$ cat config.mk
export PLATFORM = sky130hd
export DESIGN_NAME = srt_top
export DESIGN_NICKNAME = d
export VERILOG_FILES = /design/src/rtl/srt_pkg.sv /design/src/rtl/srt_top.sv
export SDC_FILE = /design/constraint.sdc
export NUM_CORES = 2
export LEC_CHECK = 0
export BUFFER_PORTS_ARGS = -buffer_cell sky130_fd_sc_hd__buf_2
export CAP_MARGIN = 20
export CORE_AREA = 2 2 578 580
export DETAILED_ROUTE_END_ITERATION = 8
export DIE_AREA = 0 0 580 582
export GPL_ROUTABILITY_DRIVEN = 0
export SYNTH_ARGS = -nofsm -noshare
export SYNTH_HDL_FRONTEND = slang
export SYNTH_SLANG_ARGS = --single-unit
$ cat constraint.sdc
create_clock -name mclk -period 72.2 [get_ports mclk]
set_input_delay 14.44 -clock mclk [delete_from_list [all_inputs] [get_ports mclk]]
set_output_delay 14.44 -clock mclk [all_outputs]
set_load 0.1 [all_outputs]
$ cat src/rtl/srt_pkg.sv
// Package for the stereo result timestamper: constants, modes and carriers.
// Assumes a single 40 MHz clock domain.
package srt_pkg;
  localparam int CLK_MHZ = 40;
  localparam int US_NS = 1000;
  localparam int CLK_NS = 25;
  localparam int TICK_CYC = US_NS / CLK_NS;
  localparam int TICK_W = 6;
  localparam int DISP_W = 12;
  localparam int FRAC_W = 4;
  localparam logic [11:0] DISP_INVALID = 12'hFFF;
  localparam logic [11:0] DISP_MAX_VALID = 12'hFFE;
  localparam int TS_W = 64;
  localparam int SEQ_W = 32;
  localparam int PIX_W = 8;
  localparam int Q_W = 32;
  localparam logic [63:0] TS_RST = 64'h0000000000000000;
  localparam logic [31:0] SEQ_RST = 32'h00000000;

  typedef enum logic {
    SRT_LATCH_TRIGGER,
    SRT_LATCH_ARRIVAL
  } srt_latch_e;

  typedef struct packed {
    logic [15:0] col;
    logic [15:0] row;
    logic [PIX_W-1:0] left_pix;
    logic [15:0] disp_raw;
    logic disp_bad;
  } srt_pix_in_s;

  typedef struct packed {
    logic [15:0] col;
    logic [15:0] row;
    logic [PIX_W-1:0] left_pix;
    logic [DISP_W-1:0] disp;
  } srt_pix_out_s;

  typedef struct packed {
    logic signed [TS_W-1:0] stamp;
    logic [SEQ_W-1:0] seq;
    logic [16*Q_W-1:0] q_matrix;
    logic send_left;
  } srt_hdr_s;
endpackage : srt_pkg

$ cat src/rtl/srt_top.sv
// Stereo result timestamper: formats disparity pixels, stamps each set.
// Assumes rectified left-grid pixels arrive from an upstream matcher
// on the same clock; the PPS pin and rst_n are asynchronous.
//
// Overview of operation
// - Disparity word is 12-bit unsigned, low four bits fractional.
// - Erroneous pixels get all-ones code; valid values never reach it.
// - One output entry per left-image pixel, left camera grid.
// - Entry holds only horizontal offset; no vertical field exists.
// - Input pixels are assumed rectified upstream before this stage.
// - Rectified left pixel is sent alongside disparity by default.
// - Calibration mapping matrix goes out with every disparity map.
// - Every set header carries a timestamp and a sequence number.
// - Microsecond stamp latched at trigger or arrival per config.
// - Network-sourced sets pass received stamp and sequence unchanged.
// - Time-server alignment loads epoch microseconds into the counter.
// - Counter starts at zero after power-up.
// - PPS rising edge clears the counter in PPS mode.
// - Clear between capture and output yields negative stamp.
// - Negative stamp is capture time minus sync edge time.
// - PPS edges only honoured while PPS sync is enabled.
`timescale 1ns/1ps
`default_nettype none
module srt_top (
  // Clock and reset
  input wire logic mclk,
  input wire logic rst_n,
  // Configuration
  input wire logic pps_enable,
  input wire srt_pkg::srt_latch_e latch_mode,
  input wire logic send_left_en,
  input wire logic [16*srt_pkg::Q_W-1:0] q_matrix,
  // Time server alignment
  input wire logic time_load,
  input wire logic signed [srt_pkg::TS_W-1:0] time_load_val,
  // Sync pin
  input wire logic pps_pin,
  // Frame events
  input wire logic trigger_pulse,
  input wire logic frame_arrive,
  input wire logic set_start,
  input wire logic net_source,
  input wire logic signed [srt_pkg::TS_W-1:0] net_stamp,
  input wire logic [srt_pkg::SEQ_W-1:0] net_seq,
  // Pixel stream in
  input wire logic pix_valid,
  input wire srt_pkg::srt_pix_in_s pix_in,
  // Result out
  output logic hdr_valid,
  output srt_pkg::srt_hdr_s hdr_out,
  output logic out_valid,
  output srt_pkg::srt_pix_out_s pix_out,
  output logic signed [srt_pkg::TS_W-1:0] time_now
);
  logic [1:0] rst_sync_q;
  logic rst_ok_n;
  logic [2:0] pps_sync_q;
  logic pps_rise;
  logic [srt_pkg::TICK_W-1:0] tick_cnt_q;
  logic tick_us;
  logic signed [srt_pkg::TS_W-1:0] time_q;
  logic signed [srt_pkg::TS_W-1:0] cap_q;
  logic [srt_pkg::SEQ_W-1:0] seq_q;
  logic sync_evt;
  logic cap_evt;

  function automatic logic [11:0] enc_disp(input logic [15:0] raw,
                                           input logic bad);
    // Saturate below the invalid code so a real value never aliases it
    if (bad) begin
      enc_disp = srt_pkg::DISP_INVALID;
    end else if (raw > 16'(srt_pkg::DISP_MAX_VALID)) begin
      enc_disp = srt_pkg::DISP_MAX_VALID;
    end else begin
      enc_disp = raw[11:0];
    end
  endfunction : enc_disp

  always_ff @(posedge mclk or negedge rst_n) begin
    if (!rst_n) begin
      rst_sync_q <= 2'h0;
    end else begin
      rst_sync_q <= {rst_sync_q[0], 1'h1};
    end
  end
  assign rst_ok_n = rst_sync_q[1];

  // Bit 0 is the metastability stage; edge logic reads bits 1 and 2 only
  always_ff @(posedge mclk or negedge rst_ok_n) begin
    if (!rst_ok_n) begin
      pps_sync_q <= 3'h0;
    end else begin
      pps_sync_q <= {pps_sync_q[1:0], pps_pin};
    end
  end
  assign pps_rise = pps_sync_q[1] & ~pps_sync_q[2] & pps_enable;
  assign sync_evt = pps_rise | time_load;

  always_ff @(posedge mclk or negedge rst_ok_n) begin
    if (!rst_ok_n) begin
      tick_cnt_q <= '0;
    end else if (tick_us || sync_evt) begin
      tick_cnt_q <= '0;
    end else begin
      tick_cnt_q <= tick_cnt_q + 6'h01;
    end
  end
  assign tick_us = (tick_cnt_q == 6'(srt_pkg::TICK_CYC - 1));

  always_ff @(posedge mclk or negedge rst_ok_n) begin
    if (!rst_ok_n) begin
      time_q <= srt_pkg::TS_RST;
    end else if (time_load) begin
      time_q <= time_load_val;
    end else if (pps_rise) begin
      time_q <= srt_pkg::TS_RST;
    end else if (tick_us) begin
      time_q <= time_q + 64'sh1;
    end
  end

  // A sync edge while a set is pending shifts its capture time by the
  // counter value lost, making the stamp negative as intended.
  assign cap_evt = (latch_mode == srt_pkg::SRT_LATCH_TRIGGER)
    ? trigger_pulse : frame_arrive;

  always_ff @(posedge mclk or negedge rst_ok_n) begin
    if (!rst_ok_n) begin
      cap_q <= srt_pkg::TS_RST;
    end else if (cap_evt) begin
      cap_q <= sync_evt ? srt_pkg::TS_RST : time_q;
    end else if (pps_rise && !time_load) begin
      cap_q <= cap_q - time_q;
    end else if (time_load) begin
      cap_q <= cap_q - time_q + time_load_val;
    end
  end

  always_ff @(posedge mclk or negedge rst_ok_n) begin
    if (!rst_ok_n) begin
      seq_q <= srt_pkg::SEQ_RST;
    end else if (set_start && !net_source) begin
      seq_q <= seq_q + 32'h1;
    end
  end

  always_ff @(posedge mclk or negedge rst_ok_n) begin
    if (!rst_ok_n) begin
      hdr_valid <= 1'h0;
      hdr_out <= '0;
    end else begin
      hdr_valid <= set_start;
      if (set_start) begin
        hdr_out.stamp <= net_source ? net_stamp : cap_q;
        hdr_out.seq <= net_source ? net_seq : seq_q;
        hdr_out.q_matrix <= q_matrix;
        hdr_out.send_left <= send_left_en;
      end
    end
  end

  // Pixels keep left-grid coordinates; only a horizontal disparity goes out
  always_ff @(posedge mclk or negedge rst_ok_n) begin
    if (!rst_ok_n) begin
      out_valid <= 1'h0;
      pix_out <= '0;
    end else begin
      out_valid <= pix_valid;
      if (pix_valid) begin
        pix_out.col <= pix_in.col;
        pix_out.row <= pix_in.row;
        pix_out.left_pix <= send_left_en ? pix_in.left_pix : '0;
        pix_out.disp <= enc_disp(pix_in.disp_raw, pix_in.disp_bad);
      end
    end
  end

  always_ff @(posedge mclk or negedge rst_ok_n) begin
    if (!rst_ok_n) begin
      time_now <= srt_pkg::TS_RST;
    end else begin
      time_now <= time_q;
    end
  end

  property p_invalid_code;
    @(posedge mclk) disable iff (!rst_ok_n)
      pix_valid && pix_in.disp_bad |=> pix_out.disp == 12'hFFF;
  endproperty
  a_invalid_code: assert property (p_invalid_code)
    else $error("bad pixel not coded invalid");

  property p_valid_not_invalid;
    @(posedge mclk) disable iff (!rst_ok_n)
      pix_valid && !pix_in.disp_bad |=> pix_out.disp != 12'hFFF;
  endproperty
  a_valid_not_invalid: assert property (p_valid_not_invalid)
    else $error("valid pixel uses invalid code");

  property p_disp_pass;
    @(posedge mclk) disable iff (!rst_ok_n)
      pix_valid && !pix_in.disp_bad && pix_in.disp_raw < 16'h0FFF
        |=> pix_out.disp == $past(pix_in.disp_raw[11:0]);
  endproperty
  a_disp_pass: assert property (p_disp_pass)
    else $error("disparity word altered");

  property p_one_entry;
    @(posedge mclk) disable iff (!rst_ok_n)
      pix_valid |=> out_valid && pix_out.col == $past(pix_in.col);
  endproperty
  a_one_entry: assert property (p_one_entry)
    else $error("pixel entry lost");

  property p_pps_clear;
    @(posedge mclk) disable iff (!rst_ok_n)
      pps_rise && !time_load |=> time_q == 64'sh0 ##1 time_now == 64'sh0;
  endproperty
  a_pps_clear: assert property (p_pps_clear)
    else $error("pps did not clear counter");

  property p_pps_gate;
    @(posedge mclk) disable iff (!rst_ok_n)
      !pps_enable && !time_load && !tick_us |=> time_q == $past(time_q);
  endproperty
  a_pps_gate: assert property (p_pps_gate)
    else $error("counter moved with pps disabled");

  property p_us_rate;
    @(posedge mclk) disable iff (!rst_ok_n)
      tick_us && !sync_evt |=> !tick_us [*8];
  endproperty
  a_us_rate: assert property (p_us_rate)
    else $error("microsecond tick too fast");

  property p_tick_step;
    @(posedge mclk) disable iff (!rst_ok_n)
      tick_us && !sync_evt |=> time_q == $past(time_q) + 64'sh1;
  endproperty
  a_tick_step: assert property (p_tick_step)
    else $error("counter step wrong");

  property p_seq_inc;
    @(posedge mclk) disable iff (!rst_ok_n)
      set_start && !net_source |=> seq_q == $past(seq_q) + 32'h1
        && hdr_out.seq == $past(seq_q);
  endproperty
  a_seq_inc: assert property (p_seq_inc)
    else $error("sequence not incremented");

  property p_net_pass;
    @(posedge mclk) disable iff (!rst_ok_n)
      set_start && net_source |=> hdr_out.stamp == $past(net_stamp)
        && hdr_out.seq == $past(net_seq) && hdr_valid;
  endproperty
  a_net_pass: assert property (p_net_pass)
    else $error("network stamp not copied");

  property p_q_sent;
    @(posedge mclk) disable iff (!rst_ok_n)
      set_start |=> hdr_out.q_matrix == $past(q_matrix);
  endproperty
  a_q_sent: assert property (p_q_sent)
    else $error("matrix not attached");

  property p_neg_stamp;
    @(posedge mclk) disable iff (!rst_ok_n)
      pps_rise && !time_load && !trigger_pulse && !frame_arrive
        |=> cap_q == $past(cap_q) - $past(time_q);
  endproperty
  a_neg_stamp: assert property (p_neg_stamp)
    else $error("pending stamp not rebased");
endmodule : srt_top
`default_nettype wire

### Yosys cells after proc, flatten, opt, wreduce, memory -nomap -nowiden

Cells that the tools add are included.

| word-level totals | value |
|---|---|
| logic and storage cells | 49 |
| input bits | 741 |
| output and inout port bits | 727 |
| register bits | 898 |

| cells by class | value |
|---|---|
| add/sub/neg operators | 5 |
| bitwise gates (word level) | 4 |
| order comparisons | 1 |
| equality and inequality tests | 1 |
| reduce and logical (&&, ||, !) cells | 7 |
| multiplexer cells | 14 |

Operator list:

| operator | count |
|---|---|
| 64-bit two-way mux | 8 |
| 64-bit by 2-bit adder with 64-bit output (second input constant) | 1 |
| 64-bit adder | 1 |
| 64-bit subtractor | 1 |
| 32-bit by 1-bit adder with 32-bit output (second input constant) | 1 |
| 32-bit two-way mux | 1 |
| 12-bit two-way mux | 2 |
| 16-bit by 12-bit greater-than comparator with 1-bit output (second input constant) | 1 |
| 8-bit two-way mux | 1 |
| 6-bit by 1-bit adder with 6-bit output (second input constant) | 1 |
| 6-bit equality test (second input constant) | 1 |
| 6-bit two-way mux | 1 |
| 3-bit nonzero test | 2 |
| 1-bit AND | 2 |
| 1-bit logical AND | 2 |
| 1-bit zero test | 2 |
| 1-bit logical OR | 1 |
| 1-bit two-way mux | 1 |
| 1-bit NOT | 1 |
| 1-bit OR | 1 |

### Depth between registers and ports, before layout

| depth | value |
|---|---|
| depth after elaboration | 6 |
| gate-level depth with buffers | 29 |

### Worst setup path before layout

OpenSTA, ideal clock, no wires.

| timing path | value |
|---|---|
| path kind | input port to flip-flop |
| start | input time_load_val[0] in the netlist's numbering |
| end | register cap_q[60] in the netlist's numbering |
| data arrival time | 17.251 ns |
| stages on the path | 15 |
| setup time | 0.126 ns |
| path slack | 54.823 ns |
| required time | 72.074 ns |
| buffers on the path | 0 |
| cells stage by stage | ha_1 > fa_1 > a21oi_1 > o21ai_0 > a21oi_1 > o21ai_1 > a21oi_1 > o211ai_1 > a21oi_2 > nor3_1 > a211oi_2 > o21ai_1 > a311oi_1 > xnor2_1 > a221o_1 |

| between the ends | value |
|---|---|
| cells in the longest elaborated chain, start to end | 4 |

Ends and longest elaborated chain:

| item | RTL line | RTL |
|---|---|---|
| from (decl) | srt_top.sv:35 | `input wire logic signed [srt_pkg::TS_W-1:0] time_load_val,` |
| 64-bit adder | srt_top.sv:135 | `cap_q <= cap_q - time_q + time_load_val;` |
| 64-bit two-way mux | srt_top.sv:134 | `end else if (time_load) begin` |
| 64-bit two-way mux | srt_top.sv:132 | `end else if (pps_rise && !time_load) begin` |
| 64-bit two-way mux | srt_top.sv:130 | `end else if (cap_evt) begin` |
| to (signal assigned) | srt_top.sv:131 | `cap_q <= sync_evt ? srt_pkg::TS_RST : time_q;` |
| to (signal assigned) | srt_top.sv:133 | `cap_q <= cap_q - time_q;` |
| to (signal assigned) | srt_top.sv:135 |  |
| to (decl) | srt_top.sv:62 | `logic signed [srt_pkg::TS_W-1:0] cap_q;` |

Every way passes these cells. The select of a mux whose other input is x is not followed.
A chain may end at the register's enable or synchronous reset.

### Final worst setup path

| timing path | value |
|---|---|
| start | input time_load_val[4] in the netlist's numbering |
| end | register cap_q[63] in the netlist's numbering |

Same word-level chain as after synthesis.

==> flow_summary.ini <==
[run_status]
run_status = finished clean

[yosys]
ys.flop_type = dfrtp_1
ffs_latches_synth = 898
number_of_synthesized_flops_with_an_enable_pin = 0
syn_avg_cell_area_sq_um = 11.1
synth-async-reset-ratio_pct = 100
ys.warnings.count = 0
yosysSeqAreaShare_pct = 51.9
mappedNetlistNets = 4780
syn-instance-count = 3899
ys_types = 80
post_synth_instance_area_sq_um = 43300

[grt]
first_global_vias = 36900
first_pass_grt_wire_length_microns = 362000
antenna_found_initial = 249
gr-usage-all-layers_pct = 16.1
global_route.overflow_total = 0
pin_count_of_the_biggest_net_entering_global_routing = 168

[sta]
finalCriticalPeriod_ns = 17.55
max_clock_skew_ns = 0.0751
setup-violations-final = 0
rsz_0062_raised_after_global_routing = no
setup-tns-final_ns = 0
relSlewSlack_pct = 10.1
slew_viol_final = 0
fin_hold_ws_ns = 0.351
worst_pin_slew_ns = 1.31
final.period_utilization_pct = 24.3
finalHoldViolCount = 0
clock.fmax_mhz = 57.0

[critical_path]
timing.critical_path.from_type = primary input
critPathMaxStageDelay_ns = 0.79
reg2reg_depth = 29
setup.worst_path.class = primary input to flop
worst-endpoint-required_ns = 72.93
crit_family = compound AO/OA/AOI/OAI gates
cp.arrival_ns = 18.27
cp.depth = 15
crit_path_max_fanout = 5
timing.critical_path.to_type = flop
crit_path_cell_trace = buf_2 > ha_1 > nand3_1 > nor2_1 > o211ai_1 > o21a_1 > o31a_1 > o41ai_2 > a221oi_1 > o21a_1 > xnor2_1 > nor3b_1 > mux2i_1 > a31oi_1 > a211o_1
cp_common_cell = o21a_1
critPathSlowestCell = o41ai_2
critPathBufInv = 1

[routing]
drc = 0
vias = 39300
via_per_inst = 3.97
route.antenna.remaining_nets = 0
dr.first_iter.drc_count = 3463
avgRoutedWirePerCell_microns = 28.6
drt_pass1_iterations = 5
routed_wirelength_microns = 284000

[floorplan]
core_sq_um = 332000
ios = 1468
fp.dieH_microns = 582
fp.dieW_microns = 580
die_area_sq_um = 338000
floorplan.rows = 212
starting_density_of_the_core_pct = 13.0

[layout]
layout_common_cells = buf_2 (1464), dfrtp_1 (897), mux2_2 (547)
fraction_of_layout_cells_with_a_size_suffix_above_1_pct = 42.2
layout.cells.most_common = buf_2
layout.cell_area.non_filler_sq_um = 60000
fin_cells = 9907
layout-area-overhead-vs-synth_pct = 38.7
final_util_pct = 18.1
n_fill_cell = 36900
final_net_count = 6201

[power_and_ir_drop]
irDropWorstVdd_v = 0.0000259
power.density_cell_area_nw_per_um2 = 43.1
leakage_uw = 0.0270

[placement]
place.detailed.instances = 9588
dp.final_hpwl_microns = 240000
place_area_sq_um = 55700
port_buffers = 1467

[cts]
post_cts.resized_instances = 0
cts.sink_count = 898
htree_num_levels = 3
postCtsHoldBufs = 0
worst_skew_pair.late_latency_ns = 0.88
maximum_count_of_clock_buffers_along_a_single_path = 4
number_of_buffers_created_by_cts = 116
clock_tree_from_tritoncts = built
clock_tree.root_cell = clkbuf_16
cts_setup_buffers = 0
path_clk_slew_ns = 0.06

[flow_run]
max_capacitance_violation_count = 0

[hold_path]
whs_path_depth = 0
worst_hold_path_type = flop to flop
## report_power, final
| part | switching (uW) | internal [uW] | total (uW) |
|---|---|---|---|
| Clock | 255 | 371 | 626 |
| Combinational | 931 | 389 | 1320 |
| Sequential | 75.5 | 566 | 642 |
## worst paths after layout
kind / endpoint / startpoint / slack (ns)
setup reg to reg: cap_q[63] / cap_q[0] / 64.74
setup / recovery: cap_q[63] / time_load_val[4] / 54.65
min in group asynchronous: hdr_out[568] / rst_sync_q[1] / 0.38
hold / removal: pps_sync_q[1] / pps_sync_q[0] / 0.35
max in group asynchronous: rst_sync_q[1] / rst_n / 58.69
hold reg to reg: pps_sync_q[1] / pps_sync_q[0] / 0.35
## final cells by class
cell class | instances | area (sq um) | share of cell area, %
Antenna cell | 111 | 278 | 0.463
Clock buffer | 153 | 3250 | 5.42
Clock inverter | 54 | 758 | 1.26
Inverter | 110 | 413 | 0.688
Multi-Input combinational cell | 2692 | 19700 | 32.8
Sequential cell | 898 | 22500 | 37.4
Tap cell | 4387 | 5490 | 9.14
Timing Repair Buffer | 1502 | 7690 | 12.8
## sequential cells by signal, indices dropped and copies added, names as in the netlist
register / flops
time_now: 64
out_valid: 1
time_q: 64
rst_sync_q: 2
hdr_out: 609
hdr_valid: 1
seq_q: 32
tick_cnt_q: 6
pps_sync_q: 3
cap_q: 64
pix_out: 52
## synthesized netlist by cell type (13+ instances only)
| cell type | count | area, sq um |
|---|---|---|
| inv_1 | 106 | 398 |
| mux2i_1 | 105 | 1050 |
| o21ai_0 | 166 | 831 |
| o21bai_1 | 29 | 218 |
| nand2_1 | 258 | 968 |
| and3_1 | 19 | 119 |
| nand4_1 | 57 | 357 |
| ha_1 | 138 | 1730 |
| o31ai_1 | 21 | 158 |
| clkbuf_1 | 174 | 653 |
| nor3_1 | 26 | 130 |
| o21a_1 | 17 | 128 |
| xor2_1 | 67 | 587 |
| a21oi_1 | 409 | 2050 |
| nor2b_1 | 15 | 93.8 |
| dfrtp_1 | 898 | 22500 |
| nand3_1 | 74 | 370 |
| a21o_1 | 96 | 721 |
| buf_1 | 24 | 90.1 |
| a31oi_1 | 13 | 81.3 |
| nor2_1 | 297 | 1110 |
| mux2_2 | 547 | 6160 |
| o22a_1 | 13 | 114 |
| xnor2_1 | 120 | 1050 |
| o22ai_1 | 39 | 244 |
## through the flow
stage	total power, uW	worst slack, ns
after floorplan	1590	45.32
after detailed placement	1950	53.95
after global routing	2720	54.57
after global placement	1950	53.94
after CTS	2600	54.86
final	2590	54.65
## per-layer routing
metal / vias up / GRT usage [%] / wire length (microns) / share of wire (%)
met5: - / 0 / 493 / 0.17
met4: 78 / 7.74 / 15800 / 5.6
met3: 628 / 7.26 / 34400 / 12
met2: 2282 / 27.3 / 137000 / 48
met1: 19400 / 16.8 / 96100 / 34
li1: 16900 / - / - / -
## cells by family (layout without fill, tap and decap cells)
| group | count (synthesis) | after routing | synth area share [%] |
|---|---|---|---|
| compound gates | 895 | 895 | 12.3 |
| xor+xnor | 187 | 187 | 3.78 |
| fa+ha+maj | 140 | 140 | 4.08 |
| buf+inv | 309 | 1819 | 2.70 |
| flops | 898 | 898 | 51.9 |
| mux | 652 | 652 | 16.7 |
| other cells | 1 | 112 | 0.00866 |
| simple gates | 817 | 817 | 8.56 |
Note: power is estimated with default switching activity, not from simulation.
